$ cat src/rail_cfg_pkg.sv
`default_nettype none
package rail_cfg_pkg;

    // Timebase
    localparam int CLK_MHZ = 100;

    // Line timing, in the units shown, and the cycle counts derived from them
    localparam int STORE_MIN_US = 30;
    localparam int OFF_MIN_US = 30;
    localparam int NEG_DELAY_MS = 10;
    localparam int TRIP_MS = 1;
    localparam int STORE_CYC = STORE_MIN_US * CLK_MHZ;
    localparam int OFF_CYC = OFF_MIN_US * CLK_MHZ;
    localparam int NEG_DELAY_CYC = NEG_DELAY_MS * 1000 * CLK_MHZ;
    localparam int TRIP_CYC = TRIP_MS * 1000 * CLK_MHZ;
    localparam int LINE_CNT_W = 12;

    // Pulse count table boundaries
    localparam logic [6:0] NEG_FIRST = 7'h01;
    localparam logic [6:0] NEG_LAST = 7'h33;
    localparam logic [6:0] ANA_FIRST = 7'h34;
    localparam logic [6:0] ANA_LAST = 7'h4f;
    localparam logic [6:0] DIS_ON = 7'h50;
    localparam logic [6:0] DIS_OFF = 7'h51;
    localparam logic [6:0] DET_ON = 7'h52;
    localparam logic [6:0] DET_OFF = 7'h53;
    localparam logic [6:0] POS_FIRST = 7'h54;
    localparam logic [6:0] POS_LAST = 7'h5a;
    localparam logic [6:0] PLIM_FIRST = 7'h5b;
    localparam logic [6:0] PLIM_LAST = 7'h61;
    localparam logic [6:0] ALIM_FIRST = 7'h62;
    localparam logic [6:0] ALIM_LAST = 7'h68;
    localparam logic [6:0] COUNT_MAX = 7'h7f;

    // Setting codes: step index from the first entry of each range
    localparam logic [5:0] NEG_DEFAULT = 6'h18;
    localparam logic [4:0] ANA_DEFAULT = 5'h08;
    localparam logic [2:0] POS_DEFAULT = 3'h0;
    localparam logic [2:0] PLIM_DEFAULT = 3'h6;
    localparam logic [2:0] ALIM_DEFAULT = 3'h4;

    // Register map (byte addresses)
    localparam int ADR_W = 8;
    localparam logic [7:0] SETTINGS_ADR = 8'h00;
    localparam logic [7:0] STATUS_ADR = 8'h04;
    localparam logic [7:0] COMMAND_ADR = 8'h08;

    // Settings word fields
    localparam int NEG_LSB = 0;
    localparam int ANA_LSB = 8;
    localparam int POS_LSB = 16;
    localparam int PLIM_LSB = 20;
    localparam int ALIM_LSB = 24;
    localparam int DET_BIT = 28;
    localparam int DIS_LSB = 29;

    // Status word fields
    localparam int ST_POS_EN = 0;
    localparam int ST_NEG_EN = 1;
    localparam int ST_ANA_EN = 2;
    localparam int ST_TRIP = 3;
    localparam int ST_SENSE = 4;
    localparam int ST_HS_OFF = 5;
    localparam int ST_DISCH = 6;
    localparam int ST_LINE = 7;
    localparam int ST_COUNT_LSB = 8;

    typedef enum logic [1:0] {
        DIS_FOLLOW_PIN = 2'h0,
        DIS_FORCE_ON = 2'h1,
        DIS_FORCE_OFF = 2'h2
    } dis_mode_t;

    typedef enum logic [3:0] {
        SEQ_IDLE = 4'h1,
        SEQ_POS_ON = 4'h2,
        SEQ_BOTH_ON = 4'h4,
        SEQ_TRIPPED = 4'h8
    } seq_state_t;

endpackage : rail_cfg_pkg
`default_nettype wire

$ cat src/pin_sync.sv
`default_nettype none
module pin_sync #(
    parameter int WIDTH = 1
) (
    input wire logic clk_i,
    input wire logic rst_i,
    input wire logic [WIDTH-1:0] pin_i,
    output logic [WIDTH-1:0] sync_o
);
    logic [WIDTH-1:0] meta_reg;

    // Only the second stage leaves this module
    always_ff @(posedge clk_i) begin
        if (rst_i) begin
            meta_reg <= '0;
            sync_o <= '0;
        end else begin
            meta_reg <= pin_i;
            sync_o <= meta_reg;
        end
    end

endmodule : pin_sync
`default_nettype wire

$ cat src/rail_configurator.sv
// Behaviour
// - Rising edges on the control line are counted; the count picks item and value.
// - Counts 1-51 set negative rail, 52-79 set analog rail, 0.1V steps.
// - Counts 84-90 set positive rail 4.6V-5.2V; default 4.6V.
// - Counts 91-97 positive limit, 98-104 analog limit; defaults 650mA and 210mA.
// - 250mV detection defaults off; count 82 turns on, 83 off.
// - By default discharge follows the discharge select pin.
// - Count 80 forces discharge on, 81 forces it off despite the pin.
// - Line high starts positive rail; negative rail follows 10ms later.
// - Power cycle returns every setting to default.
// - Long low on the line resets positive and negative rail settings.
// - Auxiliary enable switches the analog rail independently of the line.
// - Auxiliary enable and line both low reset analog rail and all settings.
// - Positive overcurrent lasting 1ms shuts down until line reset or power cycle.
// - Sense at output pin when remote sense is off or far; remote when close.
// - Input near positive rail disables the high side switch.
// - Line held high 30-80us after last pulse; count is latched then.
// - Line low 30-80us is a shutdown period clearing panel rail settings.
//
// The Wishbone interface to the registers and the address map were chosen for this implementation.
`default_nettype none
module rail_configurator
    import rail_cfg_pkg::*;
#(
    parameter int NEG_DELAY = NEG_DELAY_CYC,
    parameter int TRIP_DELAY = TRIP_CYC
) (
    input wire logic clk_i,
    input wire logic rst_i,
    input wire logic [ADR_W-1:0] wb_adr_i,
    input wire logic [31:0] wb_dat_i,
    input wire logic [3:0] wb_sel_i,
    input wire logic wb_we_i,
    input wire logic wb_cyc_i,
    input wire logic wb_stb_i,
    output logic [31:0] wb_dat_o,
    output logic wb_ack_o,
    input wire logic pulse_ctrl_i,
    input wire logic aux_enable_i,
    input wire logic discharge_select_pin_i,
    input wire logic pos_over_limit_i,
    input wire logic remote_sense_open_i,
    input wire logic remote_sense_far_i,
    input wire logic remote_sense_near_i,
    input wire logic vin_near_pos_i,
    output logic [5:0] neg_code_o,
    output logic [4:0] ana_code_o,
    output logic [2:0] pos_code_o,
    output logic [2:0] pos_limit_code_o,
    output logic [2:0] ana_limit_code_o,
    output logic detect_250_o,
    output logic discharge_o,
    output logic pos_enable_o,
    output logic neg_enable_o,
    output logic ana_enable_o,
    output logic overcurrent_trip_o,
    output logic remote_sense_select_o,
    output logic high_side_switch_off_o
);
    localparam int NEG_W = $clog2(NEG_DELAY + 1);
    localparam int TRIP_W = $clog2(TRIP_DELAY + 1);

    function automatic logic in_range(input logic [6:0] n, input logic [6:0] lo, input logic [6:0] hi);
        in_range = (n >= lo) && (n <= hi);
    endfunction : in_range

    logic [7:0] pin_raw;
    logic [7:0] pin_s;
    logic line_s;
    logic aux_s;
    logic dsel_s;
    logic over_s;
    logic open_s;
    logic far_s;
    logic near_s;
    logic vin_s;
    logic line_d_reg;
    logic line_rise;
    logic [6:0] count_reg;
    logic [LINE_CNT_W-1:0] high_cnt_reg;
    logic [LINE_CNT_W-1:0] low_cnt_reg;
    logic latch_evt;
    logic off_evt;
    logic low_long;
    logic full_clear;
    logic apply_evt;
    logic [6:0] apply_count;
    logic cmd_evt;
    logic [6:0] cmd_reg;
    logic det_reg;
    dis_mode_t dis_mode_reg;
    seq_state_t state_reg;
    seq_state_t state_next;
    logic [NEG_W-1:0] neg_cnt_reg;
    logic [TRIP_W-1:0] trip_cnt_reg;
    logic neg_due;
    logic trip_due;
    logic bus_req;
    logic [31:0] settings_word;
    logic [31:0] status_word;

    assign pin_raw = {vin_near_pos_i, remote_sense_near_i, remote_sense_far_i, remote_sense_open_i,
                      pos_over_limit_i, discharge_select_pin_i, aux_enable_i, pulse_ctrl_i};

    pin_sync #(
        .WIDTH(8)
    ) u_pin_sync (
        .clk_i(clk_i),
        .rst_i(rst_i),
        .pin_i(pin_raw),
        .sync_o(pin_s)
    );

    assign line_s = pin_s[0];
    assign aux_s = pin_s[1];
    assign dsel_s = pin_s[2];
    assign over_s = pin_s[3];
    assign open_s = pin_s[4];
    assign far_s = pin_s[5];
    assign near_s = pin_s[6];
    assign vin_s = pin_s[7];

    always_ff @(posedge clk_i) begin
        if (rst_i) begin
            line_d_reg <= 1'b0;
        end else begin
            line_d_reg <= line_s;
        end
    end

    assign line_rise = line_s && !line_d_reg;

    // store timer, armed only while a burst is pending
    always_ff @(posedge clk_i) begin
        if (rst_i || !line_s || count_reg == 7'h00) begin
            high_cnt_reg <= '0;
        end else if (high_cnt_reg != LINE_CNT_W'(STORE_CYC)) begin
            high_cnt_reg <= high_cnt_reg + 1'b1;
        end
    end

    always_ff @(posedge clk_i) begin
        if (rst_i || line_s) begin
            low_cnt_reg <= '0;
        end else if (low_cnt_reg != LINE_CNT_W'(OFF_CYC)) begin
            low_cnt_reg <= low_cnt_reg + 1'b1;
        end
    end

    assign latch_evt = line_s && (high_cnt_reg == LINE_CNT_W'(STORE_CYC - 1)) && (count_reg != 7'h00);
    assign off_evt = !line_s && (low_cnt_reg == LINE_CNT_W'(OFF_CYC - 1));
    assign low_long = low_cnt_reg == LINE_CNT_W'(OFF_CYC);
    // both low for a full shutdown period; pulse lows keep settings
    assign full_clear = low_long && !aux_s;

    always_ff @(posedge clk_i) begin
        if (rst_i || off_evt) begin
            count_reg <= 7'h00;
        end else if (latch_evt) begin
            count_reg <= 7'h00;
        end else if (line_rise && count_reg != COUNT_MAX) begin
            count_reg <= count_reg + 1'b1;
        end
    end

    // A command write acts as a latched burst
    assign cmd_evt = bus_req && !wb_ack_o && wb_we_i && wb_sel_i[0] && (wb_adr_i == COMMAND_ADR);

    always_ff @(posedge clk_i) begin
        if (rst_i) begin
            cmd_reg <= 7'h00;
        end else if (cmd_evt) begin
            cmd_reg <= wb_dat_i[6:0];
        end
    end

    assign apply_evt = latch_evt || cmd_evt;
    assign apply_count = latch_evt ? count_reg : wb_dat_i[6:0];

    always_ff @(posedge clk_i) begin
        if (rst_i || off_evt || full_clear) begin
            neg_code_o <= NEG_DEFAULT;
        end else if (apply_evt && in_range(apply_count, NEG_FIRST, NEG_LAST)) begin
            neg_code_o <= 6'(apply_count - NEG_FIRST);
        end
    end

    always_ff @(posedge clk_i) begin
        if (rst_i || full_clear) begin
            ana_code_o <= ANA_DEFAULT;
        end else if (apply_evt && in_range(apply_count, ANA_FIRST, ANA_LAST)) begin
            ana_code_o <= 5'(apply_count - ANA_FIRST);
        end
    end

    always_ff @(posedge clk_i) begin
        if (rst_i || off_evt || full_clear) begin
            pos_code_o <= POS_DEFAULT;
        end else if (apply_evt && in_range(apply_count, POS_FIRST, POS_LAST)) begin
            pos_code_o <= 3'(apply_count - POS_FIRST);
        end
    end

    always_ff @(posedge clk_i) begin
        if (rst_i || full_clear) begin
            pos_limit_code_o <= PLIM_DEFAULT;
            ana_limit_code_o <= ALIM_DEFAULT;
        end else if (apply_evt) begin
            if (in_range(apply_count, PLIM_FIRST, PLIM_LAST)) begin
                pos_limit_code_o <= 3'(apply_count - PLIM_FIRST);
            end
            if (in_range(apply_count, ALIM_FIRST, ALIM_LAST)) begin
                ana_limit_code_o <= 3'(apply_count - ALIM_FIRST);
            end
        end
    end

    // detection option; other counts fall through untouched
    always_ff @(posedge clk_i) begin
        if (rst_i || full_clear) begin
            det_reg <= 1'b0;
        end else if (apply_evt && apply_count == DET_ON) begin
            det_reg <= 1'b1;
        end else if (apply_evt && apply_count == DET_OFF) begin
            det_reg <= 1'b0;
        end
    end

    always_ff @(posedge clk_i) begin
        if (rst_i || full_clear) begin
            dis_mode_reg <= DIS_FOLLOW_PIN;
        end else if (apply_evt && apply_count == DIS_ON) begin
            dis_mode_reg <= DIS_FORCE_ON;
        end else if (apply_evt && apply_count == DIS_OFF) begin
            dis_mode_reg <= DIS_FORCE_OFF;
        end
    end

    always_ff @(posedge clk_i) begin
        if (rst_i) begin
            detect_250_o <= 1'b0;
            discharge_o <= 1'b0;
        end else begin
            detect_250_o <= det_reg;
            unique case (dis_mode_reg)
                DIS_FORCE_ON: discharge_o <= 1'b1;
                DIS_FORCE_OFF: discharge_o <= 1'b0;
                default: discharge_o <= dsel_s;
            endcase
        end
    end

    // overcurrent timer, runs only while the positive rail is on
    always_ff @(posedge clk_i) begin
        if (rst_i || !over_s || !(state_reg == SEQ_POS_ON || state_reg == SEQ_BOTH_ON)) begin
            trip_cnt_reg <= '0;
        end else if (!trip_due) begin
            trip_cnt_reg <= trip_cnt_reg + 1'b1;
        end
    end

    assign trip_due = trip_cnt_reg == TRIP_W'(TRIP_DELAY);

    always_ff @(posedge clk_i) begin
        if (rst_i || state_reg != SEQ_POS_ON) begin
            neg_cnt_reg <= '0;
        end else if (!neg_due) begin
            neg_cnt_reg <= neg_cnt_reg + 1'b1;
        end
    end

    assign neg_due = neg_cnt_reg == NEG_W'(NEG_DELAY - 1);

    always_comb begin
        state_next = state_reg;
        unique case (state_reg)
            SEQ_IDLE: begin
                if (line_rise) begin
                    state_next = SEQ_POS_ON;
                end
            end
            SEQ_POS_ON: begin
                if (trip_due) begin
                    state_next = SEQ_TRIPPED;
                end else if (off_evt) begin
                    state_next = SEQ_IDLE;
                end else if (neg_due) begin
                    state_next = SEQ_BOTH_ON;
                end
            end
            SEQ_BOTH_ON: begin
                if (trip_due) begin
                    state_next = SEQ_TRIPPED;
                end else if (off_evt) begin
                    state_next = SEQ_IDLE;
                end
            end
            SEQ_TRIPPED: begin
                // released by a line reset only
                if (off_evt) begin
                    state_next = SEQ_IDLE;
                end
            end
            default: state_next = SEQ_IDLE;
        endcase
    end

    always_ff @(posedge clk_i) begin
        if (rst_i) begin
            state_reg <= SEQ_IDLE;
            pos_enable_o <= 1'b0;
            neg_enable_o <= 1'b0;
            overcurrent_trip_o <= 1'b0;
        end else begin
            state_reg <= state_next;
            pos_enable_o <= (state_next == SEQ_POS_ON) || (state_next == SEQ_BOTH_ON);
            neg_enable_o <= state_next == SEQ_BOTH_ON;
            overcurrent_trip_o <= state_next == SEQ_TRIPPED;
        end
    end

    // analog rail follows its own enable; a trip shuts all three rails
    always_ff @(posedge clk_i) begin
        if (rst_i) begin
            ana_enable_o <= 1'b0;
        end else begin
            ana_enable_o <= aux_s && (state_next != SEQ_TRIPPED);
        end
    end

    // sense select holds between the two thresholds
    always_ff @(posedge clk_i) begin
        if (rst_i) begin
            remote_sense_select_o <= 1'b0;
        end else if (open_s || far_s) begin
            remote_sense_select_o <= 1'b0;
        end else if (near_s) begin
            remote_sense_select_o <= 1'b1;
        end
    end

    always_ff @(posedge clk_i) begin
        if (rst_i) begin
            high_side_switch_off_o <= 1'b0;
        end else begin
            high_side_switch_off_o <= vin_s;
        end
    end

    // Bus slave: one wait state, every address answers
    assign bus_req = wb_cyc_i && wb_stb_i;

    always_comb begin
        settings_word = '0;
        settings_word[NEG_LSB +: 6] = neg_code_o;
        settings_word[ANA_LSB +: 5] = ana_code_o;
        settings_word[POS_LSB +: 3] = pos_code_o;
        settings_word[PLIM_LSB +: 3] = pos_limit_code_o;
        settings_word[ALIM_LSB +: 3] = ana_limit_code_o;
        settings_word[DET_BIT] = det_reg;
        settings_word[DIS_LSB +: 2] = dis_mode_reg;
    end

    always_comb begin
        status_word = '0;
        status_word[ST_POS_EN] = pos_enable_o;
        status_word[ST_NEG_EN] = neg_enable_o;
        status_word[ST_ANA_EN] = ana_enable_o;
        status_word[ST_TRIP] = overcurrent_trip_o;
        status_word[ST_SENSE] = remote_sense_select_o;
        status_word[ST_HS_OFF] = high_side_switch_off_o;
        status_word[ST_DISCH] = discharge_o;
        status_word[ST_LINE] = line_s;
        status_word[ST_COUNT_LSB +: 7] = count_reg;
    end

    always_ff @(posedge clk_i) begin
        if (rst_i) begin
            wb_ack_o <= 1'b0;
            wb_dat_o <= '0;
        end else begin
            wb_ack_o <= bus_req && !wb_ack_o;
            if (bus_req && !wb_ack_o && !wb_we_i) begin
                unique case (wb_adr_i)
                    SETTINGS_ADR: wb_dat_o <= settings_word;
                    STATUS_ADR: wb_dat_o <= status_word;
                    COMMAND_ADR: wb_dat_o <= {25'h0, cmd_reg};
                    default: wb_dat_o <= '0;
                endcase
            end else begin
                wb_dat_o <= '0;
            end
        end
    end

endmodule : rail_configurator
`default_nettype wire

$ cat config.mk
export PLATFORM = sky130hd
export DESIGN_NAME = rail_configurator
export DESIGN_NICKNAME = d
export VERILOG_FILES = /design/src/rail_cfg_pkg.sv /design/src/pin_sync.sv /design/src/rail_configurator.sv
export SDC_FILE = /design/constraint.sdc
export NUM_CORES = 1
export LEC_CHECK = 0
export ABC_AREA = 1
export BUFFER_PORTS_ARGS = -buffer_cell sky130_fd_sc_hd__buf_2
export CORE_ASPECT_RATIO = 1.1
export CORE_MARGIN = 2
export CORE_UTILIZATION = 55
export DETAILED_ROUTE_END_ITERATION = 6
export PLACE_DENSITY = 0.75
export SKIP_CTS_REPAIR_TIMING = 1
export SYNTH_ARGS = -nofsm -noshare
export SYNTH_HDL_FRONTEND = slang
export SYNTH_SLANG_ARGS = --single-unit
$ cat constraint.sdc
create_clock -name clk_i -period 3.65 [get_ports clk_i]
set_input_delay 0.1825 -clock clk_i [delete_from_list [all_inputs] [get_ports clk_i]]
set_output_delay 0.1825 -clock clk_i [all_outputs]
set_load 0.1 [all_outputs]
==> results.md <==
- Status: complete, but fails checks
- Violated checks: DRC
- Yosys reg bits: 155
- Synth unique cells: 42
- Post-synthesis sequential area ratio: 42.96%
- Most frequent cells in the layout: nand2_1, dfxtp_1, inv_1, nor2_1, buf_2
- All-Layer GR Usage: 24.13%
- Worst hold stages: 3
- Final Hold Fails: 0
- Final TNS setup: 0 ps
- P_leak: 3.573 nW
- Synth Instances: 993
- RSZ-0062 raised after global routing: false
- Reg2Reg Setup Slack: 870 ps
- Mapped Area: 7223 µm²
- Die height: 124.2 µm
- Placer Congestion: 0.9673
- Period minus WS final: 2777 ps
- Largest area contributor in the netlist: dfxtp_1
- Internal power: 2.669 mW
- CTS buffer count: 17
- Count of pins over their slew limit: 0
- Max-cap viol count: 0
- Switching Share: 26.20%
- Synth Warn #: 0
- I/O Pins: 118
- CTS sink count: 155
- Most common cell after layout, fill and taps aside: nand2_1
- Comb power frac: 5.3%
- Tightest Pin Transition: 665.6 ps
- Worst Reg2Reg Path Length in Cells: 17
- DRC: 12
- CP endpoint kind: flop
- CTS tree: built
- NetSw: 0.9475 mW
- Synth Area per Inst: 7.274 µm²
- Relative slew slack: 55.46%
- Peak Freq: 360.1 MHz
- Iteration-0 DRC Markers: 433
- Nets: 1170
- Vias per cell: 5.182
- Design Power: 3.617 mW
- Buffers on Ports: 84
- Final setup vio count: 0
- FFs w/ async S/R, synth: 0%
- Initial core utilization: 56.89%
- Number of synthesized flops with an enable pin: 0
- Crit start category: flop
- Core area: 12700 µm²
- Worst EP arrival: 3090 ps
- Syn-to-layout area delta: 16.84%
- Drt pass-1 iters: 7
- Avg WL per Cell: 12.97 µm
- CP Max Fanout: 8
- Setup CP Type: flop to flop
- Die Width: 113.3 µm
- DP Wirelength: 12260 µm
- Final ANT Viol Nets: 0
- Total vias in the final route: 6550
- Sequential power share: 47.4%
- Synth top area cells: dfxtp_1, nand2_1, inv_1
- Number of global-route vias before repair: 5914
- Clock Skew: 10.35 ps
- VDD IR max: 334.3 µV
- Clk network pwr share: 47.3%
- Clock Path Buffers: 2
- Antenna diodes: 0
- Critical Path RT: 3960 ps
- Pwr/cell area: 428.6 nW/µm²
- Largest net degree at the start of global routing: 33
- Max reg flops: 27
- Global-route wire length before repair: 27080 µm
- CTS root buf: clkbuf_16
- Post-Route WL: 16390 µm
- Clock Latency Late Sink: 440 ps
- # rows: 43
- Worst hold path type: input port to flop
- Top-area cell type share of the netlist area: 42.96%
- Fin crit share: 76.08%
- Initial antenna violation count: 0
- Die Area: 14070 µm²
- Layout cells sized above 1: 15.63%
- CTS clk-pin slew, worst paths: 70 ps
- H-tree depth: 4
- Post-synth top flop: dfxtp_1
- Total grt overflow: 0
-- layer usage --
layer	vias up	part of all wire (%)	track usage, %
met2	177	46	40.31
met1	2930	45	30.57
met3	27	6.1	6.034
li1	3416	-	-
met4	0	2.2	8.460
met5	-	0	0
-- per-stage QoR --
stage,hold slack (ps),setup WS (ps),cell area (µm²),instances,utilization [%]
3_3_place_gp,377.1,951.7,7790,1224,61.35
6_report,22.13,873.2,8439,1264,66.47
3_5_place_dp,383.2,897.0,7790,1224,61.35
2_1_floorplan,266.4,1296,7238,997,-
5_1_grt,32.84,613.3,8439,1264,66.47
4_1_cts,-66.86,875.3,8359,1256,65.84
-- synth_stat cells, types with 4 or more instances --
cell,number
buf_4,5
nor2_2,5
nor3_1,38
nand3b_1,4
ha_1,19
a31oi_1,5
nor4_1,12
nor2_1,134
a21oi_1,70
o21a_1,7
xnor2_1,6
or2_2,7
nand2_2,13
xor2_1,8
nand4_1,26
o211ai_1,4
clkbuf_1,9
inv_2,9
nor2_4,5
dfxtp_1,155
a211oi_1,4
inv_1,135
nand2_1,187
o21ai_0,42
nand3_1,56
-- kinds of logic after synthesis --
kind of cell,Yosys count,share of synthesized area (%)
XOR/XNOR,14,1.698
buffers and inverters,161,8.644
AND/OR/NAND/NOR,500,32.25
other,1,0.05192
adder cells (fa/ha/maj),19,3.291
AO/OA/AOI/OAI,143,11.10
flip-flops,155,42.96
-- worst paths after layout --
check / start / to
worst max register to register: count_reg[0]$_SDFFE_PP0P_ / pos_limit_code_o[2]$_SDFFE_PP1P_
worst min register to register: u_pin_sync.sync_o[4]$_SDFF_PP0_ / remote_sense_select_o$_SDFFE_PP0P_
worst max-delay path: count_reg[0]$_SDFFE_PP0P_ / pos_limit_code_o[2]$_SDFFE_PP1P_
worst min-delay path: wb_dat_i[5] / cmd_reg[5]$_SDFFE_PP0P_
-- power by group through the flow --
stage | registers [mW] | clock network, mW | logic, mW
after floorplan | 1.77 | 0 | 0.125
after global placement | 1.75 | 0 | 0.182
after detailed placement | 1.75 | 0 | 0.184
after CTS | 1.72 | 1.72 | 0.185
after global routing | 1.72 | 1.81 | 0.212
final | 1.72 | 1.71 | 0.192
-- worst max-delay path: stages, from the launching register on --
cell and delay (ps):
dfxtp_1 440, inv_1 110, ha_1 200, inv_1 60, nor2_2 40, nand3_2 140
nand2_4 120, o21ai_2 220, nand2_4 130, inv_2 140, ha_1 230, nand3_1 180
nor2_4 210, nor2_2 80, nor2_4 130, nand2_1 100, nand2_1 70, nand3_1 50
-- area by class of cell --
| cell class | instances | area (µm²) |
|---|---|---|
| clock buffers | 17 | 425.4 |
| clock inverters | 15 | 143.9 |
| fillers | 1140 | 4258 |
| inverters | 145 | 544.3 |
| multi-input cells | 681 | 3511 |
| flip-flops and latches | 155 | 3103 |
| well taps | 157 | 196.4 |
| repair buffers | 94 | 515.5 |
(Power assumes the default switching activity.)
